[src/design/fuse_config_loader_params.svh]
// offsets, field positions, factory values and timing counts of the fuse loader
`ifndef FUSE_CONFIG_LOADER_PARAMS_SVH
`define FUSE_CONFIG_LOADER_PARAMS_SVH

`define FUSE_ADDR_W 4
`define FUSE_COUNT 9
`define FUSE_OFS_WATCHDOG 4'h0
`define FUSE_OFS_BROWNOUT 4'h1
`define FUSE_OFS_OSCILLATOR 4'h2
`define FUSE_OFS_RSVD_LO 4'h3
`define FUSE_OFS_RSVD_HI 4'h4
`define FUSE_OFS_SYSTEM_CONFIG_FUSE_0 4'h5
`define FUSE_OFS_SYSTEM_CONFIG_FUSE_1 4'h6
`define FUSE_OFS_APP_CODE 4'h7
`define FUSE_OFS_BOOT 4'h8
`define FUSE_FACTORY_ZERO 8'h00
`define FUSE_FACTORY_OSC 8'h00
`define FUSE_OSC_RSVD_MASK 8'hf0
`define FUSE_WDT_WINDOW_MSB 7
`define FUSE_WDT_WINDOW_LSB 4
`define FUSE_WDT_PERIOD_MSB 3
`define FUSE_WDT_PERIOD_LSB 0
`define FUSE_BOD_LEVEL_MSB 7
`define FUSE_BOD_LEVEL_LSB 5
`define FUSE_BOD_SAMP_BIT 4
`define FUSE_BOD_ACT_MSB 3
`define FUSE_BOD_ACT_LSB 2
`define FUSE_BOD_SLP_MSB 1
`define FUSE_BOD_SLP_LSB 0
`define FUSE_OSC_SEL_MSB 3
`define FUSE_OSC_SEL_LSB 0
`define FUSE_BOD_LEVEL_MAX 3'h3
`define FUSE_BOD_MODE_CONT_WAIT 2'h3
`define FUSE_BOD_MODE_RSVD 2'h3
`define FUSE_OSC_SEL_MAX 4'h1
`define FUSE_LOAD_CYCLES 4'h9

`endif

[src/design/fuse_config_loader_pkg.sv]
// types shared by the fuse loader modules
package fuse_config_loader_pkg;

	typedef logic [7:0] fuse_byte_t;
	typedef logic [3:0] fuse_addr_t;

	typedef enum logic [1:0] {
		ST_RESET = 2'b00,
		ST_LOAD = 2'b01,
		ST_RUN = 2'b10
	} loader_state_t;

	typedef enum logic [1:0] {
		BOD_DISABLED = 2'b00,
		BOD_CONTINUOUS = 2'b01,
		BOD_SAMPLED = 2'b10,
		BOD_CONT_WAIT = 2'b11
	} bod_mode_t;

	typedef struct packed {
		logic [3:0] window;
		logic [3:0] period;
	} watchdog_ctrl_t;

	typedef struct packed {
		logic sample_rate;
		bod_mode_t active_mode;
		bod_mode_t sleep_mode;
	} bod_ctrl_first_t;

endpackage

[src/design/fuse_array_if.sv]
// link between the loader and its fuse storage array
`timescale 1ns/1ps
interface fuse_array_if;
	import fuse_config_loader_pkg::*;
	fuse_addr_t rd_addr;
	fuse_byte_t rd_data;
	logic wr_en;
	fuse_addr_t wr_addr;
	fuse_byte_t wr_data;
	modport loader (output rd_addr, output wr_en, output wr_addr, output wr_data, input rd_data);
	modport array (input rd_addr, input wr_en, input wr_addr, input wr_data, output rd_data);
endinterface

[src/design/fuse_array.sv]
// nonvolatile fuse byte storage with factory contents
`timescale 1ns/1ps
`include "fuse_config_loader_params.svh"
module fuse_array #(
	parameter int NUM_FUSES = `FUSE_COUNT
) (
	input wire logic core_clk_in,
	input wire logic rst_in,
	fuse_array_if.array port
);
	import fuse_config_loader_pkg::*;

	typedef struct packed {
		fuse_byte_t [NUM_FUSES-1:0] mem;
		logic primed;
	} array_state_t;

	array_state_t state_reg;
	array_state_t state_next;

	// factory content only once at power-up; later resets keep programmed bytes
	always_comb begin
		state_next = state_reg;
		// test for a set flag so that an undefined power-up flag also takes the fill branch
		if (state_reg.primed == 1'b1) begin
			if (port.wr_en && (32'(port.wr_addr) < NUM_FUSES)) begin
				state_next.mem[port.wr_addr] = port.wr_data;
			end
		end else begin
			for (int i = 0; i < NUM_FUSES; i++) begin
				state_next.mem[i] = `FUSE_FACTORY_ZERO;
			end
			state_next.primed = 1'b1;
		end
	end

	always_ff @(posedge core_clk_in) begin
		state_reg <= state_next;
	end

	assign port.rd_data = (32'(port.rd_addr) < NUM_FUSES) ? state_reg.mem[port.rd_addr] : 8'h00;
endmodule

[src/design/fuse_config_loader.sv]
// fuse storage and reset-time copy of configuration fuses into peripheral controls
// How it works
// cpu and programming port can both read fuses but only the programming port writes them.
// once start-up completes every configuration fuse has been copied into its target control field; system, code and boot fuses are not copied.
// a fuse written during operation changes no control output until the next reset reloads it.
// the programmer writes zero into all reserved bits of a fuse byte.
// watchdog fuse bits 7:4 load the watchdog window field on reset.
// watchdog fuse bits 3:0 load the watchdog period field on reset.
// brown-out fuse bits 7:5 load the threshold field, codes above 0x3 being reserved.
// brown-out fuse bit 4 loads the sample-rate bit, zero 128 hz and one 32 hz.
// brown-out fuse bits 3:2 load the active mode field.
// active mode 0x3 runs continuously and holds execution at wake until the detector runs.
// brown-out fuse bits 1:0 load the sleep mode field, 0x3 being reserved.
// watchdog, brown-out and oscillator fuses leave the factory as 0x00.
// oscillator fuse bits 3:0 pick the default clock source, codes above 0x1 reserved.
// cpu reads have no side effect and cpu writes never change a fuse.
`timescale 1ns/1ps
`include "fuse_config_loader_params.svh"
module fuse_config_loader (
	input wire logic core_clk_in,
	input wire logic rst_in,
	input wire logic cpu_rd_en_in,
	input wire logic cpu_wr_en_in,
	input wire fuse_config_loader_pkg::fuse_addr_t cpu_addr_in,
	input wire fuse_config_loader_pkg::fuse_byte_t cpu_wdata_in,
	output logic [7:0] cpu_rdata_out,
	input wire logic program_debug_port_rd_en_in,
	input wire logic program_debug_port_wr_en_in,
	input wire fuse_config_loader_pkg::fuse_addr_t program_debug_port_addr_in,
	input wire fuse_config_loader_pkg::fuse_byte_t program_debug_port_wdata_in,
	output logic [7:0] program_debug_port_rdata_out,
	output logic [3:0] watchdog_control_first_window_out,
	output logic [3:0] watchdog_control_first_period_out,
	output logic [2:0] brownout_threshold_sel_out,
	output logic brownout_sample_rate_out,
	output logic [1:0] brownout_active_mode_out,
	output logic [1:0] brownout_sleep_mode_out,
	output logic continuous_wait_start_out,
	output logic [3:0] default_clock_source_out,
	output logic config_loaded_out,
	input wire logic brownout_detector_ready_in,
	input wire logic cpu_wake_in,
	output logic cpu_stall_out
);
	import fuse_config_loader_pkg::*;

	typedef struct packed {
		loader_state_t fsm;
		fuse_addr_t load_idx;
		watchdog_ctrl_t wdt;
		logic [2:0] level;
		bod_ctrl_first_t brownout_detector;
		logic [3:0] clk_src;
		logic loaded;
		logic [7:0] cpu_rdata;
		logic [7:0] pdp_rdata;
		logic stall;
		logic [2:0] ready_sync;
		logic wait_mode;
	} loader_reg_t;

	loader_reg_t state_reg;
	loader_reg_t state_next;
	fuse_array_if fuses ();

	function automatic logic is_fuse_addr(input fuse_addr_t a);
		is_fuse_addr = (a <= `FUSE_OFS_BOOT) && !((a >= `FUSE_OFS_RSVD_LO) && (a <= `FUSE_OFS_RSVD_HI));
	endfunction

	fuse_array #(
		.NUM_FUSES(`FUSE_COUNT)
	) u_fuse_array (
		.core_clk_in(core_clk_in),
		.rst_in(rst_in),
		.port(fuses)
	);

	// only the programming port reaches the write side; the cpu write strobe goes nowhere
	assign fuses.wr_en = program_debug_port_wr_en_in && is_fuse_addr(program_debug_port_addr_in);
	assign fuses.wr_addr = program_debug_port_addr_in;
	assign fuses.wr_data = program_debug_port_wdata_in;
	// during load the loader owns the read port; otherwise the programmer address takes it ahead of the cpu address
	assign fuses.rd_addr = (state_reg.fsm == ST_LOAD) ? state_reg.load_idx :
		(program_debug_port_rd_en_in ? program_debug_port_addr_in : cpu_addr_in);

	always_comb begin
		state_next = state_reg;
		// detector ready is asynchronous: three flops, agreement of the last two counts
		state_next.ready_sync = {state_reg.ready_sync[1:0], brownout_detector_ready_in};
		unique case (state_reg.fsm)
			ST_RESET: begin
				state_next.fsm = ST_LOAD;
				state_next.load_idx = `FUSE_OFS_WATCHDOG;
			end
			ST_LOAD: begin
				unique case (state_reg.load_idx)
					`FUSE_OFS_WATCHDOG: begin
						state_next.wdt.window = fuses.rd_data[`FUSE_WDT_WINDOW_MSB:`FUSE_WDT_WINDOW_LSB];
						state_next.wdt.period = fuses.rd_data[`FUSE_WDT_PERIOD_MSB:`FUSE_WDT_PERIOD_LSB];
					end
					`FUSE_OFS_BROWNOUT: begin
						state_next.level = fuses.rd_data[`FUSE_BOD_LEVEL_MSB:`FUSE_BOD_LEVEL_LSB];
						state_next.brownout_detector.sample_rate = fuses.rd_data[`FUSE_BOD_SAMP_BIT];
						state_next.brownout_detector.active_mode = bod_mode_t'(fuses.rd_data[`FUSE_BOD_ACT_MSB:`FUSE_BOD_ACT_LSB]);
						state_next.brownout_detector.sleep_mode = bod_mode_t'(fuses.rd_data[`FUSE_BOD_SLP_MSB:`FUSE_BOD_SLP_LSB]);
					end
					`FUSE_OFS_OSCILLATOR: begin
						state_next.clk_src = fuses.rd_data[`FUSE_OSC_SEL_MSB:`FUSE_OSC_SEL_LSB];
					end
					default: begin
					end
				endcase
				// system, code and boot fuses have targets elsewhere; stop after the oscillator byte
				if (state_reg.load_idx == `FUSE_OFS_OSCILLATOR) begin
					state_next.fsm = ST_RUN;
					state_next.loaded = 1'b1;
				end else begin
					state_next.load_idx = state_reg.load_idx + 4'h1;
				end
			end
			ST_RUN: begin
				// control fields are frozen here; only a reset reloads them
				state_next.fsm = ST_RUN;
			end
			default: begin
				state_next.fsm = ST_RESET;
			end
		endcase
		// reads: registered, no side effect on the fuse store
		state_next.cpu_rdata = (cpu_rd_en_in && !program_debug_port_rd_en_in && state_reg.fsm == ST_RUN &&
			is_fuse_addr(cpu_addr_in)) ? fuses.rd_data : state_reg.cpu_rdata;
		state_next.pdp_rdata = (program_debug_port_rd_en_in && state_reg.fsm == ST_RUN &&
			is_fuse_addr(program_debug_port_addr_in)) ? fuses.rd_data : state_reg.pdp_rdata;
		// continuous-with-wait: hold execution at wake until the detector reports running
		if (state_reg.loaded && state_reg.brownout_detector.active_mode == BOD_CONT_WAIT) begin
			if (cpu_wake_in) begin
				state_next.stall = 1'b1;
			end
			if (state_reg.stall && state_reg.ready_sync[2] && state_reg.ready_sync[1]) begin
				state_next.stall = 1'b0;
			end
		end else begin
			state_next.stall = 1'b0;
		end
		// cpu held until configuration is in place
		if (!state_reg.loaded) begin
			state_next.stall = 1'b1;
		end else if (state_reg.fsm == ST_RUN && state_reg.loaded && !state_next.loaded) begin
			state_next.stall = 1'b1;
		end
		// registered so the pin comes straight from a flop
		state_next.wait_mode = state_next.loaded && (state_next.brownout_detector.active_mode == BOD_CONT_WAIT);
	end

	always_ff @(posedge core_clk_in) begin
		if (rst_in) begin
			state_reg.fsm <= ST_RESET;
			state_reg.load_idx <= 4'h0;
			state_reg.wdt <= 8'h00;
			state_reg.level <= 3'h0;
			state_reg.brownout_detector <= 5'h00;
			state_reg.clk_src <= 4'h0;
			state_reg.loaded <= 1'b0;
			state_reg.cpu_rdata <= 8'h00;
			state_reg.pdp_rdata <= 8'h00;
			state_reg.stall <= 1'b1;
			state_reg.ready_sync <= 3'h0;
			state_reg.wait_mode <= 1'b0;
		end else begin
			state_reg <= state_next;
		end
	end

	assign watchdog_control_first_window_out = state_reg.wdt.window;
	assign watchdog_control_first_period_out = state_reg.wdt.period;
	assign brownout_threshold_sel_out = state_reg.level;
	assign brownout_sample_rate_out = state_reg.brownout_detector.sample_rate;
	assign brownout_active_mode_out = state_reg.brownout_detector.active_mode;
	assign brownout_sleep_mode_out = state_reg.brownout_detector.sleep_mode;
	assign continuous_wait_start_out = state_reg.wait_mode;
	assign default_clock_source_out = state_reg.clk_src;
	assign config_loaded_out = state_reg.loaded;
	assign cpu_stall_out = state_reg.stall;
	assign cpu_rdata_out = state_reg.cpu_rdata;
	assign program_debug_port_rdata_out = state_reg.pdp_rdata;

	a_load_finishes: assert property (@(posedge core_clk_in) disable iff (rst_in)
		$fell(rst_in) |-> ##[1:6] config_loaded_out) else $error("configuration not loaded after reset");
	a_frozen_after_load: assert property (@(posedge core_clk_in) disable iff (rst_in)
		config_loaded_out && $past(config_loaded_out) |-> $stable(watchdog_control_first_window_out) &&
		$stable(brownout_active_mode_out) && $stable(default_clock_source_out))
		else $error("control field changed without reset");
	a_wdt_window_load: assert property (@(posedge core_clk_in) disable iff (rst_in)
		state_reg.fsm == ST_LOAD && state_reg.load_idx == `FUSE_OFS_WATCHDOG |=>
		watchdog_control_first_window_out == $past(fuses.rd_data[7:4])) else $error("window field wrong");
	a_wdt_period_load: assert property (@(posedge core_clk_in) disable iff (rst_in)
		state_reg.fsm == ST_LOAD && state_reg.load_idx == `FUSE_OFS_WATCHDOG |=>
		watchdog_control_first_period_out == $past(fuses.rd_data[3:0])) else $error("period field wrong");
	a_bod_level_load: assert property (@(posedge core_clk_in) disable iff (rst_in)
		state_reg.fsm == ST_LOAD && state_reg.load_idx == `FUSE_OFS_BROWNOUT |=>
		brownout_threshold_sel_out == $past(fuses.rd_data[7:5])) else $error("threshold field wrong");
	a_bod_rate_load: assert property (@(posedge core_clk_in) disable iff (rst_in)
		state_reg.fsm == ST_LOAD && state_reg.load_idx == `FUSE_OFS_BROWNOUT |=>
		brownout_sample_rate_out == $past(fuses.rd_data[4])) else $error("sample rate wrong");
	a_bod_modes_load: assert property (@(posedge core_clk_in) disable iff (rst_in)
		state_reg.fsm == ST_LOAD && state_reg.load_idx == `FUSE_OFS_BROWNOUT |=>
		brownout_active_mode_out == $past(fuses.rd_data[3:2]) && brownout_sleep_mode_out == $past(fuses.rd_data[1:0]))
		else $error("mode fields wrong");
	a_osc_sel_load: assert property (@(posedge core_clk_in) disable iff (rst_in)
		state_reg.fsm == ST_LOAD && state_reg.load_idx == `FUSE_OFS_OSCILLATOR |=>
		default_clock_source_out == $past(fuses.rd_data[3:0])) else $error("clock source wrong");
	a_wait_stall: assert property (@(posedge core_clk_in) disable iff (rst_in)
		continuous_wait_start_out && cpu_wake_in && !state_reg.stall |=> cpu_stall_out)
		else $error("no stall at wake in wait mode");
	a_cpu_no_write: assert property (@(posedge core_clk_in) disable iff (rst_in)
		cpu_wr_en_in && !program_debug_port_wr_en_in |-> !fuses.wr_en) else $error("cpu write reached fuses");

	// reset behaviour
	a_reset_stall: assert property (@(posedge core_clk_in)
		rst_in |=> cpu_stall_out && !config_loaded_out)
		else $error("stall or loaded flag wrong in reset");

	a_reset_ctrl_clear: assert property (@(posedge core_clk_in)
		rst_in |=> watchdog_control_first_window_out == 4'h0 && watchdog_control_first_period_out == 4'h0 &&
		brownout_threshold_sel_out == 3'h0 && default_clock_source_out == 4'h0)
		else $error("control fields not cleared in reset");

	a_stall_until_load: assert property (@(posedge core_clk_in) disable iff (rst_in)
		!config_loaded_out |-> cpu_stall_out)
		else $error("cpu released before configuration loaded");

	// load sequencing
	a_load_order: assert property (@(posedge core_clk_in) disable iff (rst_in)
		state_reg.fsm == ST_LOAD |=> state_reg.fsm == ST_RUN ||
		state_reg.load_idx == $past(state_reg.load_idx) + 4'h1)
		else $error("load index skipped");

	a_load_time: assert property (@(posedge core_clk_in) disable iff (rst_in)
		state_reg.fsm == ST_LOAD |-> ##[1:3] config_loaded_out)
		else $error("load sequence too long");

	a_run_stays: assert property (@(posedge core_clk_in) disable iff (rst_in)
		state_reg.fsm == ST_RUN |=> state_reg.fsm == ST_RUN)
		else $error("left run state without reset");

	a_rest_frozen: assert property (@(posedge core_clk_in) disable iff (rst_in)
		config_loaded_out && $past(config_loaded_out) |-> $stable(watchdog_control_first_period_out) &&
		$stable(brownout_threshold_sel_out) && $stable(brownout_sample_rate_out) && $stable(brownout_sleep_mode_out))
		else $error("control field changed without reset");

	// register port answers
	a_cpu_read_answer: assert property (@(posedge core_clk_in) disable iff (rst_in)
		cpu_rd_en_in && !program_debug_port_rd_en_in && config_loaded_out && is_fuse_addr(cpu_addr_in) |=>
		cpu_rdata_out == $past(fuses.rd_data))
		else $error("cpu read data wrong");

	a_pdp_read_answer: assert property (@(posedge core_clk_in) disable iff (rst_in)
		program_debug_port_rd_en_in && config_loaded_out && is_fuse_addr(program_debug_port_addr_in) |=>
		program_debug_port_rdata_out == $past(fuses.rd_data))
		else $error("programmer read data wrong");

	a_cpu_read_refused: assert property (@(posedge core_clk_in) disable iff (rst_in)
		!cpu_rd_en_in || !is_fuse_addr(cpu_addr_in) |=> $stable(cpu_rdata_out))
		else $error("cpu read data changed without a mapped read");

	a_pdp_read_refused: assert property (@(posedge core_clk_in) disable iff (rst_in)
		!program_debug_port_rd_en_in || !is_fuse_addr(program_debug_port_addr_in) |=>
		$stable(program_debug_port_rdata_out))
		else $error("programmer read data changed without a mapped read");

	a_write_only_pdp: assert property (@(posedge core_clk_in) disable iff (rst_in)
		fuses.wr_en |-> program_debug_port_wr_en_in && is_fuse_addr(program_debug_port_addr_in))
		else $error("fuse write without programmer strobe");

	// wake stall in continuous-with-wait mode
	a_wait_flag: assert property (@(posedge core_clk_in) disable iff (rst_in)
		continuous_wait_start_out == (config_loaded_out && brownout_active_mode_out == 2'h3))
		else $error("wait flag disagrees with active mode");

	a_no_stall_other: assert property (@(posedge core_clk_in) disable iff (rst_in)
		config_loaded_out && $past(config_loaded_out) && brownout_active_mode_out != 2'h3 |-> !cpu_stall_out)
		else $error("stall outside wait mode");

	a_stall_hold: assert property (@(posedge core_clk_in) disable iff (rst_in)
		continuous_wait_start_out && cpu_stall_out && !state_reg.ready_sync[2] |=> cpu_stall_out)
		else $error("stall dropped before detector ready");

	a_stall_release: assert property (@(posedge core_clk_in) disable iff (rst_in)
		config_loaded_out && cpu_stall_out && state_reg.ready_sync[2] && state_reg.ready_sync[1] |=>
		!cpu_stall_out)
		else $error("stall kept after detector ready");
endmodule

[config.mk]
export PLATFORM = sky130hd
export DESIGN_NAME = fuse_config_loader
export DESIGN_NICKNAME = d
export VERILOG_FILES = /design/src/design/fuse_config_loader_pkg.sv /design/src/design/fuse_array_if.sv /design/src/design/fuse_array.sv /design/src/design/fuse_config_loader.sv
export VERILOG_INCLUDE_DIRS = /design/src /design/src/design
export SDC_FILE = /design/constraint.sdc
export NUM_CORES = 1
export LEC_CHECK = 0
export BUFFER_PORTS_ARGS = -buffer_cell sky130_fd_sc_hd__buf_4
export CORE_UTILIZATION = 58
export DETAILED_ROUTE_END_ITERATION = 12
export PLACE_DENSITY = 0.83
export REMOVE_ABC_BUFFERS = 1
export SKIP_CTS_REPAIR_TIMING = 1
export SLEW_MARGIN = 20
export SYNTH_ARGS = -nofsm -noshare
export SYNTH_HDL_FRONTEND = slang
export SYNTH_SLANG_ARGS = --single-unit
[constraint.sdc]
create_clock -name core_clk_in -period 2.58 [get_ports core_clk_in]
set_input_delay 0.258 -clock core_clk_in [delete_from_list [all_inputs] [get_ports core_clk_in]]
set_output_delay 0.258 -clock core_clk_in [all_outputs]
set_load 0.02 [all_outputs]
==> out/metrics.yaml <==
slew_violations: 0
cp-start-kind: "register"
maxSlewHeadroom_pct: 37.3
grt_pass1_wl_mm: 19.3
worst_clock_skew_ns: 0.00739
die-height_um: 99.9
power.leakage_nw: 2.47
finalCriticalPeriod_ns: 2.36
finalPower_mw: 6.46
yosysSeqAreaShare_pct: 56.2
cts_buffer_depth: 2
cts_buffers: 17
layout-drive-gt1-share_pct: 21.6
ioPinCount: 71
num_antenna_cells: 0
initial_core_util_pct: 60.1
die_w_um: 99.9
synth_area_mm2: 0.00555
hold_slack_ns: 0.0161
worstMarginPinSlew_ns: 0.938
tritoncts: "built"
synth_ff_type: "edfxtp_1"
root_buffer: "clkbuf_8"
clk_latency_ns: 0.50
maxCapViolCount: 0
final_hold_viol_count: 0
grt_pass1_vias: 3927
port_buffers: 61
clk_pin_slew_ns: 0.06
setup-violations-final: 0
critPathKind: "register to register"
vias_per_cell: 5.92
synthCells: 495
grt_overflow_total: 0
num_rows: 35
fin_cells: 695
avgSynthCellArea_um2: 11.2
gr-usage-all-layers_pct: 25.4
drtAntennaViolNets: 0
final.setup.tns_ns: 0
cp_max_fo: 25
synth_edf_count: 72
core_area_mm2: 0.00924
vias: 4114
critPathCaptureType: "register"
required_ns: 2.97
power_density_mw_per_mm2: 967
route.detailed.drc: 0
routedWlPerCell_um: 17.4
ys_types: 45
syn_to_final_growth_pct: 20.3
fin_nets: 592
htree_levels: 4
cts_sinks: 120
postLayoutCoreUtil_pct: 72.3
async_flop_share_pct: 0
fp.dieArea_mm2: 0.00997
drt_iter0_markers: 347
num-fill-cells: 597
drtPass1Iterations: 6
ys_ff_latch: 120
vdd_drop_max_v: 0.000481
period_share_pct: 91.3
largest_register_ffs: 72
dp.cells: 655
rsz0062_at_grt: "false"
hp-class: "input port to register"
antenna_found_initial: 0
wl_mm: 12.1
gp_congestion: 0.802
max_freq_mhz: 424
dp_hpwl_mm: 7.75
yosys_warnings: 0
outcome: "finished clean"
grt_start_max_net_pins: 51
crit_arrival_ns: 2.75
## cells in the mapped netlist, drive strengths merged (7+ instances only)
| cell | number | share of area [%] |
|---|---|---|
| buf | 48 | 6.3 |
| nor2b | 11 | 1.2 |
| a311oi | 12 | 2.2 |
| edfxtp | 72 | 39 |
| a21oi | 9 | 0.81 |
| nor3b | 14 | 2.0 |
| mux2i | 14 | 2.5 |
| dfxtp | 48 | 17 |
| nand3b | 10 | 1.4 |
| o211ai | 27 | 3.6 |
| o21a | 10 | 1.4 |
| nor2 | 34 | 2.3 |
| inv | 31 | 2.1 |
| o2111ai | 26 | 4.1 |
| clkbuf | 19 | 1.3 |
| ha | 7 | 1.6 |
| nand4 | 8 | 0.90 |
| nand2 | 25 | 1.7 |
| o21ai | 15 | 1.4 |
| nand2b | 7 | 0.79 |
## cells in the final DEF, fill, tap and decap left out, types with 2 or more instances in the layout
master,instances
nand3_1,6
inv_1,31
mux2i_1,14
clkbuf_16,18
nor2_1,34
nor2b_1,11
nand2_1,25
o211ai_1,27
o21a_1,10
dfxtp_1,48
nor4_1,2
nor3b_1,13
o311ai_0,6
a221oi_1,2
a211oi_1,5
or2_1,6
clkinv_4,2
nand2b_1,7
and3_1,3
nor3_1,4
nand4_1,8
inv_4,3
ha_1,6
conb_1,16
a21oi_1,9
o2111ai_1,26
o21ai_1,2
edfxtp_1,72
buf_4,82
a311oi_2,3
clkbuf_8,4
dlygate4sd3_1,8
o31ai_1,3
a311oi_1,9
nand3b_1,10
o21ai_0,13
## critical path, stage by stage, from the launching register on
cell and delay [ns]:
dfxtp_1 0.36, inv_1 0.10, ha_4 0.26, nand2_1 0.15, o21a_1 0.19, buf_4 0.22
o311ai_0 0.18, o2111a_1 0.22, a2bb2oi_1 0.14, buf_4 0.16, a211oi_1 0.26
## routing by layer
layer / share of wire, % / up-vias / global-route usage [%]
met4: 0.54 / 0 / 9.28
met1: 43 / 2014 / 31.9
met2: 51 / 168 / 42.7
met3: 5.6 / 7 / 6.20
met5: 0 / - / 0
li1: - / 1925 / -
## power by group
group	internal, mW	total [mW]	switching, mW	leakage (nW)
Combinational	0.721	1.89	1.16	1.12
Clock	1.49	2.30	0.812	0.301
Sequential	2.17	2.27	0.103	1.05
Total	4.38	6.46	2.08	2.47
## layout make-up
class / count / area, µm² / area share (%)
Clock buffer: 24 / 517 / 7.74
Timing Repair Buffer: 91 / 716 / 10.7
Multi-Input combinational cell: 292 / 1970 / 29.4
Sequential cell: 120 / 3120 / 46.8
Clock inverter: 8 / 80.1 / 1.20
Inverter: 31 / 116 / 1.74
Tap cell: 129 / 161 / 2.42
## path summary, 6_finish.rpt
check	from	endpoint	slack [ns]	cells after the start
worst max-delay path	state_reg[47]$_SDFFE_PP0P_	program_debug_port_rdata_out[2]$_SDFFE_PP0P_	0.22	10
worst min-delay path	program_debug_port_wdata_in[3]	u_fuse_array.state_reg[68]$_DFFE_PP_	0.02	1
worst max register to register	state_reg[47]$_SDFFE_PP0P_	program_debug_port_rdata_out[2]$_SDFFE_PP0P_	0.22	10
worst min register to register	config_loaded_out$_SDFF_PP0_	cpu_stall_out$_SDFFE_PP1P_	0.43	1
## metrics by stage
stage,setup WS (ns),instance area [µm²]
floorplan,-1.00,5190
finish,0.224,6680
CTS,0.0666,6590
global route,0.0134,6680
global placement,0.284,5990
detailed placement,0.133,5990
## cells by family after synthesis
kind of cell / synth area share, %
AOI/OAI and AO/OA: 16.7
adders and majority gates: 1.58
and+or+nand+nor: 12.8
DFF: 56.2
buffers and inverters: 9.71
xor gates and xnor gates: 0.158
muxes: 2.79
other: 0.0675
Power figures use the tool's default switching activity.
